## config.mk

```make
export PLATFORM = sky130hd
export DESIGN_NAME = bus_timing_clock_unit
export DESIGN_NICKNAME = d
export VERILOG_FILES = /design/src/tcu_pkg.sv /design/src/phase_gen.sv /design/src/bus_timing_clock_unit.sv
export SDC_FILE = /design/constraint.sdc
export NUM_CORES = 1
export LEC_CHECK = 0
export ABC_AREA = 1
export BUFFER_PORTS_ARGS = -buffer_cell sky130_fd_sc_hd__buf_2
export CAP_MARGIN = 0
export CORE_UTILIZATION = 40
export DETAILED_ROUTE_END_ITERATION = 6
export PLACE_DENSITY_LB_ADDON = 0.3
export SYNTH_ARGS = -nofsm -noshare
export SYNTH_HDL_FRONTEND = slang
export SYNTH_HIERARCHICAL = 1
export SYNTH_SLANG_ARGS = --single-unit
```

## constraint.sdc

```tcl
create_clock -name clk_sys -period 1.7 [get_ports clk_sys]
set_clock_uncertainty 0.15 [all_clocks]
set_input_delay 0.17 -clock clk_sys [delete_from_list [all_inputs] [get_ports clk_sys]]
set_output_delay 0.17 -clock clk_sys [all_outputs]
set_load 0.1 [all_outputs]
```

## src/tcu_pkg.sv

```systemverilog
/*
  Shared constants and types for the bus timing and clock unit.
  Assumes a single system clock that is much faster than the clock source pin.
*/
package tcu_pkg;

  // ----------------------------------------------------------------
  // Pin synchroniser layout
  // ----------------------------------------------------------------
  localparam int SY_EXT = 0;
  localparam int SY_RST = 1;
  localparam int SY_ADS = 2;
  localparam int SY_DIR = 3;
  localparam int SY_SLOW = 4;
  localparam int SY_CONTINUOUS_WAIT_N = 5;
  localparam int SY_WAIT = 6;
  localparam int WAIT_W = 4;
  localparam int SYNC_W = 10;
  // Idle pin levels: active-low pins high, clock and count low
  localparam logic [SYNC_W-1:0] SYNC_IDLE = 10'h03E;

  // ----------------------------------------------------------------
  // Wait counter values
  // ----------------------------------------------------------------
  localparam logic [WAIT_W-1:0] WAIT_NONE = 4'h0;
  localparam logic [WAIT_W-1:0] WAIT_ONE = 4'h1;

  // ----------------------------------------------------------------
  // Slow cycle length and phase steps
  // ----------------------------------------------------------------
  localparam int SLOW_TSTATES_DEF = 2;
  localparam int SLOW_W = 4;
  localparam logic [SLOW_W-1:0] SLOW_ONE = 4'h1;
  localparam logic [1:0] STEP_PH1 = 2'h0;
  localparam logic [1:0] STEP_GAP1 = 2'h1;
  localparam logic [1:0] STEP_PH2 = 2'h2;
  localparam logic [1:0] STEP_GAP2 = 2'h3;
  localparam logic [1:0] STEP_GAP_BIT = 2'h1;

  // ----------------------------------------------------------------
  // Sequencer and wait generator states
  // ----------------------------------------------------------------
  typedef enum logic [2:0] {TS_IDLE, TS_T1, TS_T2, TS_SLOW, TS_TW, TS_T3, TS_T4} tstate_t;
  typedef enum logic [1:0] {W_IDLE, W_COUNT, W_CONT} wmode_t;

endpackage

```

## src/phase_gen.sv

```systemverilog
/*
  Divide-by-two and two-phase clock generator.
  Assumes ext_clk_sync is already synchronised to clk_sys and runs well below it.
*/
`timescale 1ns/1ps
module phase_gen (
  // Clock and reset
  input logic clk_sys,
  input logic reset,
  // Synchronised clock source
  input logic ext_clk_sync,
  // Generated clocks
  output logic phase1,
  output logic phase2,
  output logic half_clk,
  output logic fast_clk,
  output logic sys_tick
);
  import tcu_pkg::*;

  // ----------------------------------------------------------------
  // Edge detection and step counter
  // ----------------------------------------------------------------
  logic ext_d_r;
  logic [1:0] step_r;
  logic [1:0] step_nxt;
  logic rise;
  logic fall;

  // Both source edges are steps: four steps per half-rate period
  assign rise = ext_clk_sync & ~ext_d_r;
  assign fall = ~ext_clk_sync & ext_d_r;

  // Rising edges realign the step so phase 1 always follows a rise
  always_comb begin
    step_nxt = step_r;
    if (rise) begin
      step_nxt = (step_r == STEP_GAP2) ? STEP_PH1 : STEP_PH2;
    end else if (fall) begin
      step_nxt = step_r | STEP_GAP_BIT;
    end
  end

  // Step state
  always_ff @(posedge clk_sys) begin
    if (reset) begin
      ext_d_r <= 1'b0;
      step_r <= STEP_GAP2;
    end else begin
      ext_d_r <= ext_clk_sync;
      step_r <= step_nxt;
    end
  end

  // ----------------------------------------------------------------
  // Registered clock outputs
  // ----------------------------------------------------------------
  // Gap steps between the phases keep their active parts apart
  always_ff @(posedge clk_sys) begin
    if (reset) begin
      phase1 <= 1'b0;
      phase2 <= 1'b0;
      half_clk <= 1'b0;
      fast_clk <= 1'b0;
      sys_tick <= 1'b0;
    end else begin
      phase1 <= (step_nxt == STEP_PH1);
      phase2 <= (step_nxt == STEP_PH2);
      half_clk <= (step_nxt == STEP_PH1) | (step_nxt == STEP_GAP1);
      fast_clk <= ext_clk_sync;
      sys_tick <= (rise | fall) & (step_nxt == STEP_PH1);
    end
  end
endmodule

```

## src/bus_timing_clock_unit.sv

```systemverilog
/*
  Bus timing and clock unit: clock phases, reset and ready synchronisation,
  wait-state generation and bus strobes for a 16-bit processor bus.
  Assumes all pins are asynchronous to clk_sys and that clk_sys samples the
  clock source pin at least four times per source period.
*/
// Functional notes
// - Fast clock output equals source frequency
// - Source divided by two feeds phases
// - Two phases never active together
// - TTL system clock and internal tick
// - Reset input synchronised to reset output
// - Ready output synchronised to system clock
// - Either wait input inserts wait states
// - Four wait bits give zero to fifteen
// - Continuous wait holds without limit
// - Counted waits follow continuous wait release
// - Continuous wait overrides running count
// - Held cycle strobes regenerate after release
// - Read, write, buffer enable per cycle
// - Slow cycles lengthen strobe setup
// - Start pulse drops ready; release raises
// - Address strobe starts T1 counting
// - Direction and slow select latched at start
// - Marker pulses at T2 and last T-state
`timescale 1ns/1ps
module bus_timing_clock_unit #(
  parameter int SLOW_TSTATES = tcu_pkg::SLOW_TSTATES_DEF
) (
  // System clock and reset
  input logic clk_sys,
  input logic reset,
  // Clock source and generated clocks
  input logic external_clock_in,
  output logic phase1_out,
  output logic phase2_out,
  output logic ttl_system_clock_out,
  output logic fast_clock_out,
  // Reset path
  input logic raw_reset_in_n,
  output logic synced_reset_out_n,
  // Processor bus cycle inputs
  input logic address_strobe_in_n,
  input logic data_direction_in,
  input logic slow_cycle_n,
  // Wait inputs
  input logic continuous_wait_n,
  input logic [tcu_pkg::WAIT_W-1:0] wait_count_in,
  // Bus control outputs
  output logic ready_out,
  output logic read_strobe_n,
  output logic write_strobe_n,
  output logic data_buffer_en_n,
  output logic t_state_marker_out
);
  import tcu_pkg::*;

  // ----------------------------------------------------------------
  // Pin synchronisers
  // ----------------------------------------------------------------
  logic [SYNC_W-1:0] pins_in;
  logic [SYNC_W-1:0] sync1_r;
  logic [SYNC_W-1:0] sync2_r;
  logic sys_tick;
  logic half_clk;

  assign pins_in = {wait_count_in, continuous_wait_n, slow_cycle_n, data_direction_in,
                    address_strobe_in_n, raw_reset_in_n, external_clock_in};

  // Two flops on every pin; only sync2_r feeds logic
  always_ff @(posedge clk_sys) begin
    if (reset) begin
      sync1_r <= SYNC_IDLE;
      sync2_r <= SYNC_IDLE;
    end else begin
      sync1_r <= pins_in;
      sync2_r <= sync1_r;
    end
  end

  // ----------------------------------------------------------------
  // Clock generation
  // ----------------------------------------------------------------
  phase_gen u_phase_gen (
    .clk_sys(clk_sys),
    .reset(reset),
    .ext_clk_sync(sync2_r[SY_EXT]),
    .phase1(phase1_out),
    .phase2(phase2_out),
    .half_clk(half_clk),
    .fast_clk(fast_clock_out),
    .sys_tick(sys_tick)
  );

  // TTL copy of the half-rate clock, one flop behind the phases
  always_ff @(posedge clk_sys) begin
    if (reset) begin
      ttl_system_clock_out <= 1'b0;
    end else begin
      ttl_system_clock_out <= half_clk;
    end
  end

  // Reset output changes only on the internal tick, so it is clean to the bus
  always_ff @(posedge clk_sys) begin
    if (reset) begin
      synced_reset_out_n <= 1'b0;
    end else if (sys_tick) begin
      synced_reset_out_n <= sync2_r[SY_RST];
    end
  end

  // ----------------------------------------------------------------
  // Cycle start capture
  // ----------------------------------------------------------------
  logic ads_d_r;
  logic ads_fall;
  logic ads_pend_r;
  logic write_cyc_r;
  logic slow_cyc_r;
  tstate_t state_r;
  tstate_t state_nxt;

  assign ads_fall = ads_d_r & ~sync2_r[SY_ADS];

  // A strobe seen in the same cycle as the pending flag clears wins
  always_ff @(posedge clk_sys) begin
    if (reset) begin
      ads_d_r <= 1'b1;
      ads_pend_r <= 1'b0;
    end else begin
      ads_d_r <= sync2_r[SY_ADS];
      if (ads_fall) begin
        ads_pend_r <= 1'b1;
      end else if (state_nxt == TS_T1) begin
        ads_pend_r <= 1'b0;
      end
    end
  end

  // Cycle type is frozen at the strobe so later pin changes do not disturb it
  always_ff @(posedge clk_sys) begin
    if (reset) begin
      write_cyc_r <= 1'b0;
      slow_cyc_r <= 1'b0;
    end else if (ads_fall) begin
      write_cyc_r <= sync2_r[SY_DIR];
      slow_cyc_r <= ~sync2_r[SY_SLOW];
    end
  end

  // ----------------------------------------------------------------
  // Wait-state generator
  // ----------------------------------------------------------------
  wmode_t wait_mode_r;
  logic [WAIT_W-1:0] count_r;
  logic [WAIT_W-1:0] wait_in;
  logic [SLOW_W-1:0] slow_cnt_r;
  logic continuous_wait_n_on;
  logic start_pulse;
  logic wait_zone;
  logic wait_more;

  assign wait_in = sync2_r[SY_WAIT +: WAIT_W];
  assign continuous_wait_n_on = ~sync2_r[SY_CONTINUOUS_WAIT_N];
  assign start_pulse = sys_tick & (state_r == TS_T1);
  assign wait_zone = (state_r == TS_T2) | (state_r == TS_SLOW) | (state_r == TS_TW);

  // Whether another wait state follows the current T-state
  assign wait_more = continuous_wait_n_on | ((wait_mode_r == W_CONT) & (wait_in != WAIT_NONE)) |
                     ((wait_mode_r == W_COUNT) & ((state_r != TS_TW) | (count_r > WAIT_ONE)));

  // Mode and count advance on ticks only; decrement happens in wait states
  always_ff @(posedge clk_sys) begin
    if (reset) begin
      wait_mode_r <= W_IDLE;
      count_r <= WAIT_NONE;
    end else if (start_pulse) begin
      count_r <= wait_in;
      if (continuous_wait_n_on) begin
        wait_mode_r <= W_CONT;
      end else if (wait_in != WAIT_NONE) begin
        wait_mode_r <= W_COUNT;
      end else begin
        wait_mode_r <= W_IDLE;
      end
    end else if (sys_tick && wait_zone) begin
      if (continuous_wait_n_on) begin
        wait_mode_r <= W_CONT;
      end else if (wait_mode_r == W_CONT) begin
        count_r <= wait_in;
        wait_mode_r <= (wait_in != WAIT_NONE) ? W_COUNT : W_IDLE;
      end else if (wait_mode_r == W_COUNT && state_r == TS_TW) begin
        count_r <= count_r - WAIT_ONE;
        if (count_r == WAIT_ONE) begin
          wait_mode_r <= W_IDLE;
        end
      end
    end
  end

  // Slow cycle setup counter, loaded in T1
  always_ff @(posedge clk_sys) begin
    if (reset) begin
      slow_cnt_r <= SLOW_ONE;
    end else if (start_pulse) begin
      slow_cnt_r <= SLOW_W'(SLOW_TSTATES);
    end else if (sys_tick && state_r == TS_SLOW) begin
      slow_cnt_r <= slow_cnt_r - SLOW_ONE;
    end
  end

  // ----------------------------------------------------------------
  // T-state sequencer
  // ----------------------------------------------------------------
  always_comb begin
    state_nxt = state_r;
    if (sys_tick) begin
      unique case (state_r)
        TS_IDLE: if (ads_pend_r) state_nxt = TS_T1;
        TS_T1: state_nxt = TS_T2;
        TS_T2: begin
          if (slow_cyc_r) begin
            state_nxt = TS_SLOW;
          end else begin
            state_nxt = wait_more ? TS_TW : TS_T3;
          end
        end
        TS_SLOW: begin
          if (slow_cnt_r <= SLOW_ONE) begin
            state_nxt = wait_more ? TS_TW : TS_T3;
          end
        end
        TS_TW: state_nxt = wait_more ? TS_TW : TS_T3;
        TS_T3: state_nxt = TS_T4;
        TS_T4: state_nxt = TS_IDLE;
      endcase
    end
  end

  always_ff @(posedge clk_sys) begin
    if (reset) begin
      state_r <= TS_IDLE;
    end else begin
      state_r <= state_nxt;
    end
  end

  // ----------------------------------------------------------------
  // Ready, marker and strobes
  // ----------------------------------------------------------------
  // Ready drops with the start pulse and rises as the wait releases into T3
  always_ff @(posedge clk_sys) begin
    if (reset) begin
      ready_out <= 1'b1;
    end else if (start_pulse) begin
      ready_out <= 1'b0;
    end else if (state_nxt == TS_T3 && state_r != TS_T3) begin
      ready_out <= 1'b1;
    end
  end

  always_ff @(posedge clk_sys) begin
    if (reset) begin
      t_state_marker_out <= 1'b0;
    end else begin
      t_state_marker_out <= (state_nxt != state_r) &&
                            (state_nxt == TS_T2 || state_nxt == TS_T4);
    end
  end

  // Strobes drop during a continuous hold and come back on release, so a
  // held memory cycle is seen again by refresh or arbitration logic
  logic window;
  logic strobe_on;
  assign window = (state_r == TS_T3) | (state_r == TS_TW) | ((state_r == TS_T2) & ~slow_cyc_r);
  assign strobe_on = window & (wait_mode_r != W_CONT);

  always_ff @(posedge clk_sys) begin
    if (reset) begin
      read_strobe_n <= 1'b1;
      write_strobe_n <= 1'b1;
      data_buffer_en_n <= 1'b1;
    end else begin
      read_strobe_n <= ~(strobe_on & ~write_cyc_r);
      write_strobe_n <= ~(strobe_on & write_cyc_r);
      data_buffer_en_n <= ~(strobe_on | ((state_r == TS_T4) & write_cyc_r));
    end
  end
endmodule

```

==> flow_summary.toml <==
[timing]
final_max_slew_viol_count = 0
setup_repair_after_global_routing_missed_its_margin = "yes"
final-hold-violation-count = 0
fin_hold_ws_ps = 13.7
max_slew.worst_pin.slew_ps = 495
finalSetupViolations = 0
slew_headroom = 0.672
min_clock_period_post_route_ps = 1570
post-route-period-util = 0.922
timing.fmax_mhz = 638

[hold_path]
holdCritStartpoint = "reset"
timing.hold.worst_path_depth = 2
hold_path_end = "state_r[1]$_SDFF_PP0_"
min_path_type = "in -> reg"

[pwr]
share_seq_of_total_power = 0.529
internal-power_uw = 1860
power_density_relative_to_cell_area_nw_per_um2 = 914
leakagePower_uw = 0.00120
switching_power_uw = 475
power.clock.fraction = 0.418
swShare = 0.203
comb_power_share = 0.053
max_ir_drop_vdd_uv = 618
total_power_uw = 2340

[floorplanning]
die_w_um = 74.0
floorplan.io_pins = 22
fp.dieH_um = 74.0
area_of_the_core_region_sq_um = 4850
effective_utilization_at_floorplan = 0.428
fp-row-count = 25
die_area_sq_um = 5480

[synth]
synth_area_leaders = "dfxtp_1 49%, nand2_1 9.0%, inv_1 7.6%, nor2_1 6.7%, ha_1 3.6%"
synth-warning-count = 6
synthFlopType = "dfxtp_1"
syn_std_cell_area_sq_um = 2070
synth.avg_cell_area_sq_um = 7.65
postSynthRegisterBits = 51
synth-seq-area-share = 0.492
ys_types = 26
syn-instance-count = 271
synth_fp_nets = 289
post-synth-top-area-cell = "dfxtp_1"
async_set_or_reset_flop_fraction_in_the_synthesized_netlist = 0
synth_edf_count = 0
synth_common_cells = "51 x dfxtp_1, 50 x nand2_1, 42 x inv_1, 37 x nor2_1, 14 x a21oi_1"
synth_most_common_cell = "dfxtp_1"
synth_top_area_frac = 0.492

[setup_path]
cp.required_ps = 1740
critical_path_buf_inv_count = 1
path_cells = "inv_2 > ha_4 > nor2_2 > nor2_1 > nand2_1 > nand2_1 > nand2_1 > nand2_1 > nand2_1 > nand2_2 > nand4_1 > nand2_1 > a21oi_1"
cp.depth = 13
critical_path_arrival_ps = 1610
cp_slowest_cell = "dfxtp_4"
regToRegSetupSlack_ps = 130
end_kind = "flop"
worstPathMaxFanout = 4
critical-path-top-delay-family = "simple AND/OR/NAND/NOR gates"
r2r.worst_path.cells = 13
worst_setup_path_start_kind = "flop"
crit_top_cell = "nand2_1"
rr_endpoint = "ads_pend_r$_SDFFE_PP0P_"
critPathKind = "reg -> reg"
r2r-start = "slow_cnt_r[0]$_SDFFE_PP1P_"
crit_path_max_incr_delay_ps = 370

[global_routing]
most_crowded_layer_gr = "met2"
maximum_number_of_pins_on_one_net_before_global_route_repair = 23
use_met3 = 0.0434
grt.total_usage = 0.150
gr-usage-met2 = 0.244
grt_overflow_total = 0
grt_antenna_before_repair = 0
number_of_global_route_vias_before_repair = 1493
first_pass_grt_wire_length_um = 6240
global_route.usage.met1 = 0.181

[drt]
vias_per_cell = 4.40
firstDrtPassIters = 4
drc = 0
wl_um = 3650
antenna_violating_nets_post_route = 0
drtIter0Drc = 40
dr_total_vias = 1663
drt-wirelength-per-cell_um = 9.65

[cells_and_area]
post_layout_nonfiller_instances = 378
antenna-diode-count = 0
post-route-cell-area_sq_um = 2560
number_of_nets_in_the_final_layout = 328
area_growth_synth_to_finish_pct = 23.3
fillers = 456
drive_gt1_frac = 0.248

[flow_run]
max_cap_viol_count = 0

[status]
run_status = "complete, no violations"

[clock_tree]
level_count_of_the_clock_h_tree = 2
ctsRootBufferMaster = "clkbuf_8"
clk_pin_slew_worst_paths_ps = 90
cts_tree = "yes"
clk-insertion-delay-late_ps = 310
number_of_sinks_handled_by_clock_tree_synthesis = 51
clock_tree.buffer_depth = 2
cts_buffers = 5

[placement]
place_inst = 359
globalplace.congestion = 0.882
number_of_port_buffers = 21
dpl-instance-area_sq_um = 2270
detailed_place_hpwl_um = 2710
worst register-to-register path, cell delays in order, from the launching register on:
cell and delay (ps):
dfxtp_4 370, inv_2 80, ha_4 160, nor2_2 30, nor2_1 90, nand2_1 70, nand2_1 70, nand2_1 40
nand2_1 50, nand2_1 50, nand2_2 70, nand4_1 90, nand2_1 80, a21oi_1 50
worst max path at each step:
stage,start,end,slack (ps)
global placement,slow_cnt_r[0]$_SDFFE_PP1P_,ready_out$_SDFFE_PP1P_,80
finish,slow_cnt_r[0]$_SDFFE_PP1P_,ads_pend_r$_SDFFE_PP0P_,130
global route,slow_cnt_r[0]$_SDFFE_PP1P_,ready_out$_SDFFE_PP1P_,-20
detailed placement,slow_cnt_r[0]$_SDFFE_PP1P_,ready_out$_SDFFE_PP1P_,8
floorplan,slow_cnt_r[0]$_SDFFE_PP1P_,ready_out$_SDFFE_PP1P_,170
CTS,slow_cnt_r[0]$_SDFFE_PP1P_,ready_out$_SDFFE_PP1P_,30
area by class of cell:
| class | instances | area, sq um | share of cell area |
|---|---|---|---|
| Clock inverter | 2 | 60.1 | 0.0235 |
| Multi-Input combinational cell | 165 | 872 | 0.341 |
| Tap cell | 67 | 83.8 | 0.0328 |
| Sequential cell | 51 | 1030 | 0.403 |
| Clock buffer | 6 | 72.6 | 0.0284 |
| Inverter | 50 | 188 | 0.0733 |
| Timing Repair Buffer | 37 | 250 | 0.0978 |
sequential cells by signal, summed over array words and instances (netlist names), 2 cells and up:
signal              count
slow_cnt_r              4
sync1_r                10
u_phase_gen/step_r      2
count_r                 4
sync2_r                10
state_r                 3
wait_mode_r             2
stage by stage:
stage / util / TNS [ps] / setup WS [ps]
2_1_floorplan: - / 0 / 171
3_3_place_gp: 0.469 / 0 / 77.5
3_5_place_dp: 0.469 / 0 / 8.27
4_1_cts: 0.517 / 0 / 34.5
5_1_grt: 0.528 / -32.0 / -19.5
6_report: 0.528 / 0 / 132
routing by layer:
metal  vias to the layer above  share of wire
li1                        908              -
met1                       704           0.46
met2                        43           0.46
met3                         8          0.058
met4                         0          0.022
met5                         -              0
power by group through the flow:
stage          clock network (uW)  logic (uW)  registers (uW)
2_1_floorplan                   0        58.2            1290
3_3_place_gp                    0         106            1270
5_1_grt                      1040         140            1240
4_1_cts                       998         126            1240
6_report                      979         124            1240
3_5_place_dp                    0         108            1270
what timing repair did:
action	in CTS	in global routing
buffers inserted	0	1
hold buffers	10	0
endpoints found under the setup margin	1	7
hold endpoints to repair	10	0
resized for setup	1	17
placed cells by master (no fill, tap or decap), types with 8 or more instances in the layout:
cell and n:
nand2_1 49, inv_2 10, nand3_1 10, dlygate4sd3_1 10, or2_2 10, o21ai_0 8, inv_1 40, a21oi_1 13
buf_2 21, nor2_1 36, dfxtp_1 44
kinds of logic (layout without fill, tap and decap cells):
logic type,Yosys count,in the layout,share of synthesized area
compound gates,34,34,0.0965
fa+ha+maj,6,6,0.0362
buf+inv,55,95,0.104
flops,51,51,0.492
simple gates,125,125,0.271
Note: power is estimated with default switching activity, not from simulation.
